**src/verilog/fshc_pkg.sv**
```systemverilog
/*
 Constants for the flash status and pause control block: opcodes, serial bit
 counts, reset values and busy timings.
 Assumes a 40 MHz system clock that oversamples the serial bus pins.
*/
// Overview of operation
// - Pause floats output, freezes clock and input
// - Pause starts: pin low, selected, clock low
// - Pause ends: pin high, clock low, transfer resumes
// - Deselect during pause aborts the command
// - Busy flag shows program, erase, status write
// - Write latch clear rejects program and erase commands
// - Guard bits shield regions, writable unless locked
// - Chip erase only with matching guard bits
// - Lock mode 00 obeys latch, 01 obeys latch and guard pin
// - Lock mode 10 refuses writes until power cycle
// - Lock mode 11 refuses writes until power cycle
// - Quad enable turns control pins into data
// - Secure area locks set once, clear only at power cycle
// - Guard invert selects the complementary region
// - Suspend sets paused flags, resume clears them
// - Address width flag shows three or four bytes
// - Power-up width sampled at init, needs latch
// - Start in width chosen by power-up bit
// - Pin select picks pause or reset function
// - Scheme select is one-way, overrides guard bits and invert
// - Sector scheme presets volatile guards, ignores bits
// - Strength select sets read output drive
// - Idle die accepts only select and reset
package fshc_pkg;

   // ************************************
   // Opcodes
   // ************************************
   localparam logic [7:0] OP_WREN = 8'h06;
   localparam logic [7:0] OP_WRDI = 8'h04;
   localparam logic [7:0] OP_VWREN = 8'h50;
   localparam logic [7:0] OP_RD1 = 8'h05;
   localparam logic [7:0] OP_RD2 = 8'h35;
   localparam logic [7:0] OP_RD3 = 8'h15;
   localparam logic [7:0] OP_WR1 = 8'h01;
   localparam logic [7:0] OP_WR2 = 8'h31;
   localparam logic [7:0] OP_WR3 = 8'h11;
   localparam logic [7:0] OP_SUSPEND = 8'h75;
   localparam logic [7:0] OP_RESUME = 8'h7a;
   localparam logic [7:0] OP_ENTER4 = 8'hb7;
   localparam logic [7:0] OP_EXIT4 = 8'he9;
   localparam logic [7:0] OP_PROG = 8'h02;
   localparam logic [7:0] OP_SEC_ERASE = 8'h20;
   localparam logic [7:0] OP_BLK_ERASE = 8'hd8;
   localparam logic [7:0] OP_CHIP_ERASE = 8'hc7;
   localparam logic [7:0] OP_DIE_SEL = 8'hc2;
   localparam logic [7:0] OP_RST_ARM = 8'h66;
   localparam logic [7:0] OP_RST_GO = 8'h99;

   // ************************************
   // Die, field and reset values
   // ************************************
   // Own die number; value arbitrary
   localparam logic [7:0] OWN_DIE_ID = 8'h00;
   localparam logic [1:0] RSVD_VAL = 2'h0;
   localparam logic [4:0] GUARD_RST = 5'h00;
   localparam logic [1:0] LOCK_RST = 2'h0;
   localparam logic [2:0] SEC_RST = 3'h0;
   localparam logic [1:0] DRV_RST = 2'h0;
   localparam logic [5:0] CNT_OPCODE = 6'h08;
   localparam logic [5:0] CNT_ARG = 6'h10;
   localparam logic [5:0] CNT_ADDR3 = 6'h20;
   localparam logic [5:0] CNT_ADDR4 = 6'h28;

   // ************************************
   // Busy timing
   // ************************************
   localparam int CLK_PERIOD_NS = 25;
   localparam int T_WRSR_NS = 5000;
   localparam int T_PROG_NS = 10000;
   localparam int T_ERASE_NS = 50000;
   localparam logic [11:0] WRSR_CYC = 12'((T_WRSR_NS + CLK_PERIOD_NS - 1) / CLK_PERIOD_NS);
   localparam logic [11:0] PROG_CYC = 12'((T_PROG_NS + CLK_PERIOD_NS - 1) / CLK_PERIOD_NS);
   localparam logic [11:0] ERASE_CYC = 12'((T_ERASE_NS + CLK_PERIOD_NS - 1) / CLK_PERIOD_NS);

   typedef enum logic [1:0] {FSHC_IDLE, FSHC_PROG, FSHC_ERASE, FSHC_WRSR} fshc_op_t;

endpackage

```
**src/verilog/fshc_core.sv**
```systemverilog
/*
 Status and control registers of a serial flash die with the bus pause
 and reset-pin functions. Decodes the serial commands that touch them.
 Assumes the host drives serial clock and select well below 20 MHz so the
 40 MHz system clock sees every edge; rst_b is the power cycle.
*/
`timescale 1ns/1ps
`default_nettype none
module fshc_core (
   input wire logic clk,
   input wire logic rst_b,
   input wire logic sclk_pin,
   input wire logic cs_n_pin,
   input wire logic si_pin,
   input wire logic pause_pin_n,
   input wire logic write_guard_pin_n,
   output logic so_out,
   output logic so_oe_n,
   output logic program_busy_flag,
   output logic [1:0] output_strength_sel,
   output logic [4:0] guard_bits_eff,
   output logic guard_invert_eff,
   output logic protect_scheme_select,
   output logic sector_guard_preset,
   output logic [2:0] secure_area_lock_bits,
   output logic current_addr_width_flag
);
   import fshc_pkg::*;

   logic sclk_s, cs_n_s, si_s, hold_s, wp_s, sclk_q, cs_q;
   logic paused, pause_en, rise, fall, cs_rise, exec, soft_rst, pin_rst;
   logic [5:0] bitcnt;
   logic [7:0] sh, opcode, arg, osh, rd_byte;
   logic write_latch_flag, vol_wen, active_die, rst_arm, init_pend;
   logic [4:0] array_guard_bits;
   logic [1:0] status_lock_mode;
   logic quad_io_enable, guard_invert, erase_paused_flag, program_paused_flag;
   logic powerup_addr_width, pause_or_reset_pin_select;
   fshc_op_t busy_kind;
   logic [11:0] busy_cnt;
   logic [7:0] status_byte_one, status_byte_two, status_byte_three;
   logic n8, n16, idle, susp, lock_ok, wr_ok, erase_ok, rd_op, acc, addr_done;
   logic do_wrsr, do_prog, do_erase, do_chip, do_susp, do_resume, op_end;

   // ************************************
   // Pin sampling
   // ************************************
   fshc_sync #(.INIT(1'b0)) u_sclk (.clk(clk), .rst_b(rst_b), .pin(sclk_pin), .level(sclk_s));
   fshc_sync #(.INIT(1'b1)) u_cs (.clk(clk), .rst_b(rst_b), .pin(cs_n_pin), .level(cs_n_s));
   fshc_sync #(.INIT(1'b0)) u_si (.clk(clk), .rst_b(rst_b), .pin(si_pin), .level(si_s));
   fshc_sync #(.INIT(1'b1)) u_hold (.clk(clk), .rst_b(rst_b), .pin(pause_pin_n), .level(hold_s));
   fshc_sync #(.INIT(1'b1)) u_wp (.clk(clk), .rst_b(rst_b), .pin(write_guard_pin_n), .level(wp_s));

   always_ff @(posedge clk) begin
      if (!rst_b) begin
         sclk_q <= 1'b0;
         cs_q <= 1'b1;
      end else begin
         sclk_q <= sclk_s;
         cs_q <= cs_n_s;
      end
   end

   // ************************************
   // Decode
   // ************************************
   assign pause_en = !quad_io_enable && !pause_or_reset_pin_select;
   assign pin_rst = !quad_io_enable && pause_or_reset_pin_select && !hold_s;
   // Edge history keeps running in a pause, so resuming makes no false edge
   assign rise = sclk_s && !sclk_q && !cs_n_s && !paused;
   assign fall = !sclk_s && sclk_q && !cs_n_s && !paused;
   assign cs_rise = cs_n_s && !cs_q;
   assign exec = cs_rise && !paused && !pin_rst;
   assign n8 = (bitcnt == CNT_OPCODE);
   assign n16 = (bitcnt == CNT_ARG);
   assign addr_done = (bitcnt >= (current_addr_width_flag ? CNT_ADDR4 : CNT_ADDR3));
   assign idle = (busy_kind == FSHC_IDLE);
   assign susp = erase_paused_flag || program_paused_flag;
   assign acc = active_die;
   assign rd_op = acc && (bitcnt >= CNT_OPCODE) &&
                  (opcode == OP_RD1 || opcode == OP_RD2 || opcode == OP_RD3);

   always_comb begin
      case (status_lock_mode)
         2'b00: lock_ok = 1'b1;
         2'b01: lock_ok = quad_io_enable || wp_s;
         default: lock_ok = 1'b0;
      endcase
   end

   assign wr_ok = (write_latch_flag || vol_wen) && idle && lock_ok;
   assign do_wrsr = exec && acc && n16 && wr_ok &&
                    (opcode == OP_WR1 || opcode == OP_WR2 || opcode == OP_WR3);
   assign do_prog = exec && acc && write_latch_flag && idle && !susp && addr_done && opcode == OP_PROG;
   assign do_erase = exec && acc && write_latch_flag && idle && !susp && addr_done &&
                     (opcode == OP_SEC_ERASE || opcode == OP_BLK_ERASE);
   // Sector scheme leaves the guard bits without effect
   assign erase_ok = protect_scheme_select ||
                     (array_guard_bits[2:0] == 3'h0 && !guard_invert) ||
                     (array_guard_bits[2:0] == 3'h7 && guard_invert);
   assign do_chip = exec && acc && n8 && write_latch_flag && idle && !susp && erase_ok && opcode == OP_CHIP_ERASE;
   assign do_susp = exec && acc && n8 && opcode == OP_SUSPEND && !susp &&
                    (busy_kind == FSHC_PROG || busy_kind == FSHC_ERASE);
   assign do_resume = exec && acc && n8 && opcode == OP_RESUME;
   assign soft_rst = pin_rst || (exec && n8 && rst_arm && opcode == OP_RST_GO);
   assign op_end = !idle && !susp && busy_cnt == 12'h001;

   // ************************************
   // Serial shift and pause
   // ************************************
   always_ff @(posedge clk) begin
      if (!rst_b || cs_n_s || pin_rst) begin
         bitcnt <= 6'h00;
         sh <= 8'h00;
         opcode <= 8'h00;
         arg <= 8'h00;
      end else if (rise) begin
         sh <= {sh[6:0], si_s};
         if (bitcnt != 6'h3f) begin
            bitcnt <= bitcnt + 6'h01;
         end
         if (bitcnt == CNT_OPCODE - 6'h01) begin
            opcode <= {sh[6:0], si_s};
         end
         if (bitcnt == CNT_ARG - 6'h01) begin
            arg <= {sh[6:0], si_s};
         end
      end
   end

   always_ff @(posedge clk) begin
      if (!rst_b) begin
         paused <= 1'b0;
      end else if (cs_n_s || !pause_en) begin
         paused <= 1'b0;
      end else if (!paused && !hold_s && !sclk_s) begin
         paused <= 1'b1;
      end else if (paused && hold_s && !sclk_s) begin
         paused <= 1'b0;
      end
   end

   // ************************************
   // Serial output
   // ************************************
   always_comb begin
      case (opcode)
         OP_RD2: rd_byte = status_byte_two;
         OP_RD3: rd_byte = status_byte_three;
         default: rd_byte = status_byte_one;
      endcase
   end

   always_ff @(posedge clk) begin
      if (!rst_b) begin
         so_out <= 1'b0;
         osh <= 8'h00;
         so_oe_n <= 1'b1;
      end else begin
         so_oe_n <= !(rd_op && !cs_n_s && !paused && !pin_rst);
         if (fall && rd_op) begin
            if (bitcnt[2:0] == 3'h0) begin
               so_out <= rd_byte[7];
               osh <= {rd_byte[6:0], 1'b0};
            end else begin
               so_out <= osh[7];
               osh <= {osh[6:0], 1'b0};
            end
         end
      end
   end

   // ************************************
   // Busy and suspend
   // ************************************
   always_ff @(posedge clk) begin
      if (!rst_b || soft_rst) begin
         busy_kind <= FSHC_IDLE;
         busy_cnt <= 12'h000;
      end else if (do_wrsr) begin
         busy_kind <= FSHC_WRSR;
         busy_cnt <= WRSR_CYC;
      end else if (do_prog) begin
         busy_kind <= FSHC_PROG;
         busy_cnt <= PROG_CYC;
      end else if (do_erase || do_chip) begin
         busy_kind <= FSHC_ERASE;
         busy_cnt <= ERASE_CYC;
      end else if (!idle && !susp) begin
         busy_cnt <= busy_cnt - 12'h001;
         if (op_end) begin
            busy_kind <= FSHC_IDLE;
         end
      end
   end

   always_ff @(posedge clk) begin
      if (!rst_b || soft_rst) begin
         erase_paused_flag <= 1'b0;
         program_paused_flag <= 1'b0;
      end else if (do_resume) begin
         erase_paused_flag <= 1'b0;
         program_paused_flag <= 1'b0;
      end else if (do_susp) begin
         erase_paused_flag <= (busy_kind == FSHC_ERASE);
         program_paused_flag <= (busy_kind == FSHC_PROG);
      end
   end

   // ************************************
   // Write latches, die select, reset arm
   // ************************************
   // Set applied last so a set meeting a clear wins
   always_ff @(posedge clk) begin
      if (!rst_b || soft_rst) begin
         write_latch_flag <= 1'b0;
         vol_wen <= 1'b0;
      end else begin
         if (op_end || (exec && acc && n8 && opcode == OP_WRDI)) begin
            write_latch_flag <= 1'b0;
         end
         if (do_wrsr || (exec && acc && n8 && opcode == OP_WRDI)) begin
            vol_wen <= 1'b0;
         end
         if (exec && acc && n8 && opcode == OP_WREN) begin
            write_latch_flag <= 1'b1;
         end
         if (exec && acc && n8 && opcode == OP_VWREN) begin
            vol_wen <= 1'b1;
         end
      end
   end

   always_ff @(posedge clk) begin
      if (!rst_b) begin
         active_die <= 1'b1;
         rst_arm <= 1'b0;
      end else begin
         if (exec && n16 && opcode == OP_DIE_SEL) begin
            active_die <= (arg == OWN_DIE_ID);
         end
         if (exec) begin
            rst_arm <= n8 && opcode == OP_RST_ARM;
         end
      end
   end

   // ************************************
   // Status fields
   // ************************************
   // Power cycle returns every field, lock mode included, to factory value
   always_ff @(posedge clk) begin
      if (!rst_b) begin
         array_guard_bits <= GUARD_RST;
         status_lock_mode <= LOCK_RST;
         quad_io_enable <= 1'b0;
         secure_area_lock_bits <= SEC_RST;
         guard_invert <= 1'b0;
         powerup_addr_width <= 1'b0;
         protect_scheme_select <= 1'b0;
         output_strength_sel <= DRV_RST;
         pause_or_reset_pin_select <= 1'b0;
      end else if (do_wrsr) begin
         case (opcode)
            OP_WR1: begin
               array_guard_bits <= arg[6:2];
               status_lock_mode[0] <= arg[7];
            end
            OP_WR2: begin
               status_lock_mode[1] <= arg[0];
               quad_io_enable <= arg[1];
               secure_area_lock_bits <= secure_area_lock_bits | arg[5:3];
               guard_invert <= arg[6];
            end
            default: begin
               // Power-up width needs the non-volatile latch, not the volatile one
               if (write_latch_flag) begin
                  powerup_addr_width <= arg[1];
               end
               protect_scheme_select <= protect_scheme_select | arg[2];
               output_strength_sel <= arg[6:5];
               pause_or_reset_pin_select <= arg[7];
            end
         endcase
      end
   end

   // ************************************
   // Address width
   // ************************************
   always_ff @(posedge clk) begin
      if (!rst_b) begin
         init_pend <= 1'b1;
         current_addr_width_flag <= 1'b0;
      end else begin
         init_pend <= 1'b0;
         if (init_pend || soft_rst) begin
            current_addr_width_flag <= powerup_addr_width;
         end else if (exec && acc && n8 && opcode == OP_ENTER4) begin
            current_addr_width_flag <= 1'b1;
         end else if (exec && acc && n8 && opcode == OP_EXIT4) begin
            current_addr_width_flag <= 1'b0;
         end
      end
   end

   // ************************************
   // Status bytes and outputs
   // ************************************
   assign program_busy_flag = !idle && !susp;
   assign status_byte_one = {status_lock_mode[0], array_guard_bits, write_latch_flag, program_busy_flag};
   assign status_byte_two = {erase_paused_flag, guard_invert, secure_area_lock_bits,
                             program_paused_flag, quad_io_enable, status_lock_mode[1]};
   assign status_byte_three = {pause_or_reset_pin_select, output_strength_sel, RSVD_VAL,
                               protect_scheme_select, powerup_addr_width, current_addr_width_flag};
   assign guard_bits_eff = protect_scheme_select ? GUARD_RST : array_guard_bits;
   assign guard_invert_eff = guard_invert && !protect_scheme_select;
   // Soft and pin resets preset the guards too, since power-up clears the scheme bit
   assign sector_guard_preset = (init_pend || soft_rst) && protect_scheme_select;
endmodule
`default_nettype wire

```
**src/verilog/fshc_sync.sv**
```systemverilog
/*
 Three-stage pin synchroniser with agreement filter.
 Assumes an asynchronous input and a synchronous active-low reset.
*/
`timescale 1ns/1ps
`default_nettype none
module fshc_sync #(
   parameter logic INIT = 1'b1
) (
   input wire logic clk,
   input wire logic rst_b,
   input wire logic pin,
   output logic level
);
   logic s1, s2, s3;

   // ************************************
   // Stages
   // ************************************
   // Output moves only when stages two and three agree
   always_ff @(posedge clk) begin
      if (!rst_b) begin
         s1 <= INIT;
         s2 <= INIT;
         s3 <= INIT;
         level <= INIT;
      end else begin
         s1 <= pin;
         s2 <= s1;
         s3 <= s2;
         if (s2 == s3) begin
            level <= s3;
         end
      end
   end
endmodule
`default_nettype wire

```
**config.mk**
```make
export PLATFORM = sky130hd
export DESIGN_NAME = fshc_core
export DESIGN_NICKNAME = d
export VERILOG_FILES = /design/src/verilog/fshc_pkg.sv /design/src/verilog/fshc_core.sv /design/src/verilog/fshc_sync.sv
export SDC_FILE = /design/constraint.sdc
export NUM_CORES = 1
export LEC_CHECK = 0
export BUFFER_PORTS_ARGS = -buffer_cell sky130_fd_sc_hd__buf_2
export CORE_UTILIZATION = 35
export CTS_BUF_LIST = sky130_fd_sc_hd__clkbuf_8 sky130_fd_sc_hd__clkbuf_16
export DETAILED_ROUTE_END_ITERATION = 7
export HOLD_SLACK_MARGIN = 0.08
export PLACE_DENSITY = 0.56
export SLEW_MARGIN = 20
export SYNTH_ARGS = -nofsm -noshare
export SYNTH_HDL_FRONTEND = slang
export SYNTH_SLANG_ARGS = --single-unit
```
**constraint.sdc**
```tcl
create_clock -name clk -period 1.95 [get_ports clk]
set_input_delay 0.39 -clock clk [delete_from_list [all_inputs] [get_ports clk]]
set_output_delay 0.39 -clock clk [all_outputs]
set_load 0.02 [all_outputs]
```
**Word level (Yosys, flattened, before mapping)**

Index checks and enable logic that the tools add are counted.

- Equal/unequal tests: 35
- Add/subtract/negate cells: 2
- Muxes and demuxes: 25
- Bitwise operators: 4
- $lt $le $gt $ge: 2
- Shift operators: 0
- Multipliers: 0
- Divide/modulo/power cells: 0
- Reductions and logical operators: 124

Operators with widths:

| kind | count |
|---|---|
| 1-bit logical AND | 61 |
| 8-bit equality test (second input constant) | 6 |
| 8-bit by 7-bit equality test with 1-bit output (second input constant) | 4 |
| 8-bit by 3-bit equality test with 1-bit output (second input constant) | 3 |
| 8-bit by 6-bit equality test with 1-bit output (second input constant) | 3 |
| 11-bit two-way mux | 2 |
| 1-bit logical OR | 20 |
| 8-bit by 5-bit equality test with 1-bit output (second input constant) | 2 |
| 1-bit zero test | 16 |
| 8-bit two-way mux | 2 |
| 8-bit one-hot mux with 2 select lines | 1 |
| 2-bit AND reduction | 7 |
| 12-bit by 1-bit equality test with 1-bit output (second input constant) | 1 |
| 6-bit by 4-bit equality test with 1-bit output (second input constant) | 2 |
| 12-bit by 1-bit subtractor with 12-bit output (second input constant) | 1 |
| 1-bit two-way mux | 11 |
| 2-bit two-way mux | 5 |
| 9-bit two-way mux | 1 |
| 8-bit by 1-bit equality test with 1-bit output (second input constant) | 1 |
| 8-bit by 2-bit equality test with 1-bit output (second input constant) | 1 |
| 8-bit zero test | 1 |
| 2-bit nonzero test | 4 |
| 4-bit nonzero test | 2 |
| 2-bit OR reduction | 4 |
| 22 further kinds | 31 |

- Memories: 0
- Bits in read-only memories: 0
- Memory bits (writable): 0
- Word-level logic and storage cells: 245
- Bits in registers: 101
- Input port bits: 7
- Bits in latches: 0
- Output and inout port bits: 17

**Longest topological paths before layout**

Gate-level depths: netlist of the first run.

- Depth after elaboration: 16
- Gate-level depth with buffers: 9
- Mapped depth without buffers: 7

**By module**

Synthesis of the first run repeated with hierarchy kept, for this count alone.

- Cells, all modules: 528
- Area total of the unflattened synthesis: 4581.9 um2

By module, submodules not included:

| module | cells each | instances | area each (um2) | sequential area each (um2) |
|---|---|---|---|---|
| fshc_core | 478 | 1 | 4011.3 | 1601.5 |
| fshc_sync (u_cs ...) | 10 | 3 | 112.6 | 80.1 |
| fshc_sync (u_sclk ...) | 10 | 2 | 116.4 | 80.1 |

**Worst setup path before layout of the first run**

Ideal clock, no wire load.

- Path kind: register to register
- Start: register bitcnt[0]
- End: register guard_invert
- Period minus slack after synthesis: 1.940 ns
- Arrival time: 1.812 ns
- Cell stages (with the launch flop): 10
- Setup slack: 0.010 ns
- Cell sequence: dfxtp_1 inv_1 ha_1 nand2b_1 clkbuf_1 nor4_4 and4_1 buf_2 mux2i_1 nor2_1

- Cells in the longest elaborated chain, start to end: 5

Ends and longest elaborated chain:

| element | RTL line | RTL |
|---|---|---|
| start: declaration | fshc_core.sv:32 | `logic [5:0] bitcnt;` |
| start signal: assignment | fshc_core.sv:120 | `bitcnt <= bitcnt + 6'h01;` |
| 6-bit by 5-bit equality test with 1-bit output | fshc_core.sv:75 | `assign n16 = (bitcnt == CNT_ARG);` |
| 1-bit logical AND (3 in a row) | fshc_core.sv:92 | `assign do_wrsr = exec && acc && n16 && wr_ok &&` |
| 2-bit AND reduction (no line) | - |  |
| end signal: assignment | fshc_core.sv:273 | `guard_invert <= arg[6];` |
| end: declaration | fshc_core.sv:37 | `logic quad_io_enable, guard_invert, erase_paused_flag, program_paused_flag;` |

No other way between the ends.
A chain may end at the register's enable or synchronous reset.

**Final worst setup path of the first run**

- Start: register bitcnt[1]
- End: output sector_guard_preset

- Cells in the longest elaborated chain, start to end: 7

Ends and longest elaborated chain:

| element | RTL line | RTL |
|---|---|---|
| 6-bit by 4-bit equality test with 1-bit output | fshc_core.sv:74 | `assign n8 = (bitcnt == CNT_OPCODE);` |
| 1-bit logical AND (3 in a row) | fshc_core.sv:105 | `assign soft_rst = pin_rst \|\| (exec && n8 && rst_arm && opcode == OP_RST_GO);` |
| 1-bit logical OR | fshc_core.sv:105 |  |
| 1-bit logical OR | fshc_core.sv:319 | `assign sector_guard_preset = (init_pend \|\| soft_rst) && protect_scheme_select;` |
| 1-bit logical AND | fshc_core.sv:319 |  |
| end: declaration | fshc_core.sv:24 | `output logic sector_guard_preset,` |

No other way between the ends.

==> results of run 1 <==
[worst max path at each step]
| stage | slack (ns) | to | depth (start not counted) |
|---|---|---|---|
| 6_report | -0.22 | sector_guard_preset | 5 |
| 5_1_grt | -0.29 | sector_guard_preset | 5 |
| 3_5_place_dp | -0.09 | busy_kind[1] | 7 |
| 4_1_cts | -0.18 | sector_guard_preset | 5 |
| 3_3_place_gp | -0.1 | sector_guard_preset | 5 |
| 2_1_floorplan | 0.01 | guard_invert | 9 |
[power by group through the flow]
stage                     clock network (uW)  logic [uW]  registers, uW
final                                   1740        69.6           2060
after global routing                    1880        75.3           2060
after CTS                               1780        68.3           2060
after detailed placement                   0        67.5           2110
after global placement                     0        66.3           2110
after floorplan                            0        38.2           2110
[what timing repair did]
action                     4_1_cts  5_1_grt
setup endpoints to repair       13       50
cloned                           0        0
setup buffers                    5        6
pin swaps                        9       11
gates resized for setup         25       35
[cell usage after synthesis (11+ instances only)]
| cell | number |
|---|---|
| nor3_1 | 17 |
| nor2b_1 | 17 |
| nand3_1 | 11 |
| nand2b_1 | 16 |
| a21oi_1 | 39 |
| clkbuf_1 | 17 |
| mux2i_1 | 34 |
| dfxtp_1 | 100 |
| nand4_1 | 13 |
| nor2_1 | 63 |
| nand2_1 | 43 |
| o21ai_0 | 16 |
[cell usage in the layout (no fill, tap or decap), types with 3 or more instances in the layout]
cell and n:
buf_2 22, o31ai_1 3, nand2b_1 15, nor3_1 15, nor2_1 61, nand2_1 43, and2_1 9, or4b_4 3
buf_4 70, ha_1 6, nor3b_1 3, dfxtp_1 86, dfxtp_2 12, nor2b_1 17, buf_6 3, o211ai_1 8
o21ai_0 14, a31oi_1 5, nand3_1 9, mux2i_1 34, inv_1 8, clkbuf_16 9, and3_1 4, or2_2 4
a21oi_1 38, xnor2_1 6, nor4_1 9, nand4_1 13, or4_1 4, nand3b_1 4, xor2_1 6
[cells by family (layout without fill, tap and decap cells)]
group / count (synthesis) / count (layout) / synth area share [%]
mux: 34 / 34 / 7.27
xor+xnor: 12 / 12 / 2.24
fa+ha+maj: 8 / 8 / 2.14
flops: 100 / 100 / 42.8
simple gates: 250 / 250 / 30.8
buf+inv: 36 / 120 / 3.15
compound gates: 88 / 88 / 11.7
[critical path: cells and delay by family (launching register included)]
kind,cells,cell delay [ns]
DFF,1,0.35
and+or+nand+nor,3,0.72
AOI/OAI and AO/OA,1,0.24
buffers and inverters,1,0.11
[layer usage]
| layer | vias up | wire (um) | share of wire, % |
|---|---|---|---|
| met4 | 0 | 171 | 1.3 |
| li1 | 2042 | - | - |
| met2 | 64 | 6020 | 47 |
| met1 | 1964 | 6180 | 48 |
| met5 | - | 0 | 0 |
| met3 | 16 | 436 | 3.4 |
[through the flow]
| stage | TNS (ns) | setup WS (ns) | utilization (%) | total power [uW] | hold WS (ns) |
|---|---|---|---|---|---|
| 2_1_floorplan | 0 | 0.00996 | - | 2150 | 0.386 |
| 3_3_place_gp | -0.266 | -0.0965 | 41.8 | 2180 | 0.390 |
| 4_1_cts | -0.218 | -0.184 | 45.2 | 3910 | 0.214 |
| 3_5_place_dp | -0.241 | -0.0881 | 41.8 | 2180 | 0.401 |
| 5_1_grt | -0.532 | -0.295 | 46.3 | 4020 | 0.216 |
| 6_report | -0.223 | -0.223 | 46.3 | 3860 | 0.221 |
[area by class of cell]
class                           instances  area (sq um)  share of cell area [%]
Multi-Input combinational cell        392          2710                    45.7
Sequential cell                       100          2020                    34.1
Tap cell                              172           215                    3.62
Clock inverter                          7          61.3                    1.03
Inverter                                9          33.8                   0.569
Timing Repair Buffer                   95           669                    11.3
Clock buffer                            9           225                    3.79
[registers in the layout, indices dropped and copies added (netlist names), 2 cells and up]
signal and flops:
busy_cnt 12, arg 8, opcode 8, osh 7
sh 7, bitcnt 6, array_guard_bits 5, secure_area_lock_bits 3
busy_kind 2, output_strength_sel 2, status_lock_mode 2
==> flow_metrics.env, run 1 <==
export IMPL_wl_per_cell_um=16.3
export IMPL_nNetsFinal=622
export IMPL_period_share_pct=111
export IMPL_netlist_area_leader_share_pct=42.8
export IMPL_synthArstFlopShare_pct=0
export IMPL_p_switching_uw=897
export IMPL_hold_path_endpoint="u_hold.s1"
export IMPL_fp_dieArea_sq_um=13800
export IMPL_first_iter_violations=253
export IMPL_h_tree_depth=3
export IMPL_clock_sinks=100
export IMPL_clk_pin_slew_ns=0.07
export IMPL_portBuffers=23
export IMPL_grtUsageMet2_pct=30.9
export IMPL_synth_area_sq_um=4680
export IMPL_fill_cells=1242
export IMPL_violations="negative setup slack"
export IMPL_hpwl_mm=9.54
export IMPL_drc=0
export IMPL_ctsHoldBuffers=0
export IMPL_start_util_pct=36.5
export IMPL_maxCapViolCount=0
export IMPL_final_area_sq_um=5940
export IMPL_critical_path_arrival_ns=1.78
export IMPL_drive_gt1_share_pct=27.6
export IMPL_cellLeakagePower_uw=0.00226
export IMPL_synth_seq_cells=100
export IMPL_p_comb_share_pct=1.8
export IMPL_met3_usage_pct=3.59
export IMPL_seqPwrFrac_pct=53.3
export IMPL_grt_use_total_pct=19.3
export IMPL_clock_power_share_pct=44.9
export IMPL_r2r_end="busy_kind[1]"
export IMPL_maxSlewViolCount=0
export IMPL_synth_warnings=0
export IMPL_worstRegToRegCells=7
export IMPL_max_stage_delay_ns=0.35
export IMPL_root_buffer="clkbuf_16"
export IMPL_place_area_sq_um=5360
export IMPL_wirelength_mm=12.8
export IMPL_vias_per_cell=5.21
export IMPL_tightest_slew_ns=0.421
export IMPL_vias=4086
export IMPL_skew_ns=0.00684
export IMPL_reg2reg_slack_ns=0.01
export IMPL_cts_tree="done"
export IMPL_num_rows=41
export IMPL_max_slew_margin_pct=71.7
export IMPL_yosysTopAreaCell="dfxtp_1"
export IMPL_synth_avg_cell_area_sq_um=8.87
export IMPL_ys_seq_area_share_pct=42.8
export IMPL_finalHoldViolations=0
export IMPL_hold_depth=2
export IMPL_outcome="complete, but fails checks"
export IMPL_synth_area_leaders="dfxtp_1 (43%), mux2i_1 (7.3%), nor2_1 (5.1%)"
export IMPL_peakVddDrop_mv=0.397
export IMPL_syn_to_final_growth_pct=26.9
export IMPL_r2r_start="opcode[6]"
export IMPL_first_pass_iters=5
export IMPL_setup_worst_path_start="bitcnt[1]"
export IMPL_grtUsageMet1_pct=26.2
export IMPL_synth_edf_count=0
export IMPL_ys_types=63
export IMPL_grt_pass1_vias=3997
export IMPL_synth_ff_type="dfxtp_1"
export IMPL_fmax_mhz=460
export IMPL_final_setup_worst_slack_ns=-0.223
export IMPL_worstSkewPairLatency_ns=0.35
export IMPL_grt_pass1_wl_mm=21.1
export IMPL_core_area_sq_um=12800
export IMPL_internal_power_uw=2970
export IMPL_grt_max_degree=30
export IMPL_min_delay_start="pause_pin_n"
export IMPL_busiest_layer="met2"
export IMPL_path_cells="nor4b_4 > nand4_1 > o21ai_2 > and2_4 > buf_6"
export IMPL_powerDensity_nw_per_um2=650
export IMPL_start_kind="flip-flop"
export IMPL_rsz0062_at_grt="true"
export IMPL_syn_inst=528
export IMPL_num_antenna_cells=0
export IMPL_place_gp_congestion=0.964
export IMPL_die_w_um=118
export IMPL_numCtsBuffers=9
export IMPL_cpMaxStageDelayCell="dfxtp_4"
export IMPL_min_period_ns=2.17
export IMPL_p_sw_share_pct=23.2
export IMPL_fin_cells=784
export IMPL_worst_setup_path_type="flip-flop to output pin"
export IMPL_antenna_left=0
export IMPL_die_height_um=118
export IMPL_synth_fp_nets=543
export IMPL_boundaryPins=24
export IMPL_path_max_fanout=4
export IMPL_endpoint_kind="output pin"
export IMPL_antenna_found_initial=0
export IMPL_dp_cells=757
export IMPL_hp_class="primary input to flip-flop"
export IMPL_clock_path_buffers=2
export IMPL_overflow=0
export IMPL_cp_required_ns=1.56
export IMPL_setup_viol=1
(Power assumes the default switching activity.)
==> run 2: changes to the inputs <==
--- a/config.mk
+++ b/config.mk
@@ -10,7 +10,7 @@
 export CTS_BUF_LIST = sky130_fd_sc_hd__clkbuf_8 sky130_fd_sc_hd__clkbuf_16
 export DETAILED_ROUTE_END_ITERATION = 7
 export HOLD_SLACK_MARGIN = 0.08
-export PLACE_DENSITY = 0.56
+export PLACE_DENSITY = 0.54
 export SLEW_MARGIN = 20
 export SYNTH_ARGS = -nofsm -noshare
 export SYNTH_HDL_FRONTEND = slang
==> constraint.sdc (replaced) <==
create_clock -name clk -period 2.44 [get_ports clk]
set_input_delay 0.488 -clock clk [delete_from_list [all_inputs] [get_ports clk]]
set_output_delay 0.488 -clock clk [all_outputs]
set_load 0.02 [all_outputs]
==> flow_metrics.env, run 2 (synthesis results as in run 1) <==
export IMPL_outcome="completed"
export IMPL_critical_path_arrival_ns=1.85
export IMPL_hpwl_mm=9.09
export IMPL_first_iter_violations=296
export IMPL_die_height_um=118
export IMPL_clk_pin_slew_ns=0.08
export IMPL_vias=3928
export IMPL_drc=0
export IMPL_clock_path_buffers=2
export IMPL_maxCapViolCount=0
export IMPL_drive_gt1_share_pct=17.1
export IMPL_start_kind="flip-flop"
export IMPL_setup_viol=0
export IMPL_start_util_pct=36.5
export IMPL_antenna_found_initial=0
export IMPL_largest_register="busy_cnt"
export IMPL_endpoint_kind="output pin"
export IMPL_die_w_um=118
export IMPL_largest_reg_flops=12
export IMPL_final_common_cell="dfxtp_1"
export IMPL_overflow=0
export IMPL_antenna_left=0
export IMPL_worstSkewPairLatency_ns=0.35
export IMPL_period_share_pct=96.0
export IMPL_skew_ns=0.00927
export IMPL_fp_dieArea_sq_um=13800
export IMPL_cellLeakagePower_uw=0.00201
export IMPL_min_period_ns=2.34
export IMPL_wl_per_cell_um=16.6
export IMPL_most_common_layout_cells="dfxtp_1 (93), nor2_1 (63), nand2_1 (43)"
export IMPL_clock_sinks=100
export IMPL_tightest_slew_ns=0.980
export IMPL_place_gp_congestion=0.897
export IMPL_peakVddDrop_mv=0.333
export IMPL_cts_tree="done"
export IMPL_first_pass_iters=5
export IMPL_dp_cells=718
export IMPL_portBuffers=23
export IMPL_reg_top3="busy_cnt (12), arg (8), opcode (8)"
export IMPL_fin_cells=738
export IMPL_worst_setup_path_type="flip-flop to output pin"
export IMPL_wirelength_mm=12.3
export IMPL_core_area_sq_um=12800
export IMPL_multiInputGateArea_sq_um=2560
export IMPL_seqCellArea_sq_um=2020
export IMPL_cp_required_ns=1.95
export IMPL_hold_slack_ns=0.310
export IMPL_grt_pass1_wl_mm=19.9
export IMPL_max_slew_margin_pct=34.6
export IMPL_h_tree_depth=3
export IMPL_powerDensity_nw_per_um2=577
export IMPL_fill_cells=1283
export IMPL_hp_class="primary input to flip-flop"
export IMPL_path_max_fanout=5
export IMPL_finalHoldViolations=0
export IMPL_rsz0062_at_grt="true"
export IMPL_grt_use_total_pct=18.3
export IMPL_numCtsBuffers=9
export IMPL_fmax_mhz=427
export IMPL_root_buffer="clkbuf_16"
export IMPL_grt_max_degree=30
export IMPL_num_rows=41
export IMPL_grt_pass1_vias=3722
export IMPL_maxSlewViolCount=0
export IMPL_num_antenna_cells=0
export IMPL_vias_per_cell=5.32
export IMPL_syn_to_final_growth_pct=16.2
export IMPL_boundaryPins=24
export IMPL_nNetsFinal=576
-- run 2: cell count changes in the layout (fill, tap and decap cells not counted), moves of 3 or more --
cell / change
dfxtp_1: +7
buf_4: -44
dfxtp_2: -7
or4b_4: -3
-- run 2: timing repair --
action | 4_1_cts | 5_1_grt
endpoints found under the setup margin | 1 | 2
resized for setup | 4 | 15
pin swaps | 0 | 4
hold buffers | 0 | 0
buffers inserted | 1 | 3
-- run 2: cell type report --
class	instances	area share (%)
tap	172	3.96
clock inverter	6	1.17
clock buffer	10	4.39
timing repair buffer	49	5.82
inverter	9	0.621
sequential	100	37.1
multi-input combinational	392	47.0
-- run 2: metrics by stage --
stage	utilization, %	TNS, ns	setup slack [ns]	power [uW]	cell area, sq um
6_report	42.4	0	0.0975	3140	5440
5_1_grt	42.4	-0.00403	-0.00403	3240	5440
4_1_cts	42.0	0	0.00733	3170	5390
3_5_place_dp	39.5	0	0.247	1740	5060
3_3_place_gp	39.5	0	0.157	1740	5060
2_1_floorplan	-	0	0.500	1720	4680
-- run 2: final timing paths --
path / startpoint / end / slack (ns) / cells after the start
worst max-delay path: pause_or_reset_pin_select / sector_guard_preset / 0.1 / 6
worst min-delay path: write_guard_pin_n / u_wp.s1 / 0.31 / 2
worst max register to register: busy_kind[0] / busy_kind[0] / 0.31 / 7
worst min register to register: u_wp.s1 / u_wp.s2 / 0.41 / 1
-- run 2: power breakdown --
part	internal [uW]	leakage, uW	switching, uW	total, uW
clock	751	0.000146	693	1440
combinational	21.6	0.00105	30.0	51.6
sequential	1640	0.000813	5.75	1650
-- run 2: metal layers --
| metal | vias up | wire length, um | global-route usage (%) |
|---|---|---|---|
| met4 | 0 | 191 | 5.69 |
| met1 | 1869 | 6020 | 24.6 |
| li1 | 1950 | - | - |
| met5 | - | 0 | 0 |
| met2 | 96 | 5540 | 29.3 |
| met3 | 13 | 534 | 3.68 |
-- run 2: worst max-delay path: stages, from the launching register on --
cell,delay [ns]
dfxtp_1,0.40
or3b_4,0.44
nand4_1,0.17
o21ai_1,0.08
buf_4,0.14
and2_4,0.15
buf_6,0.12
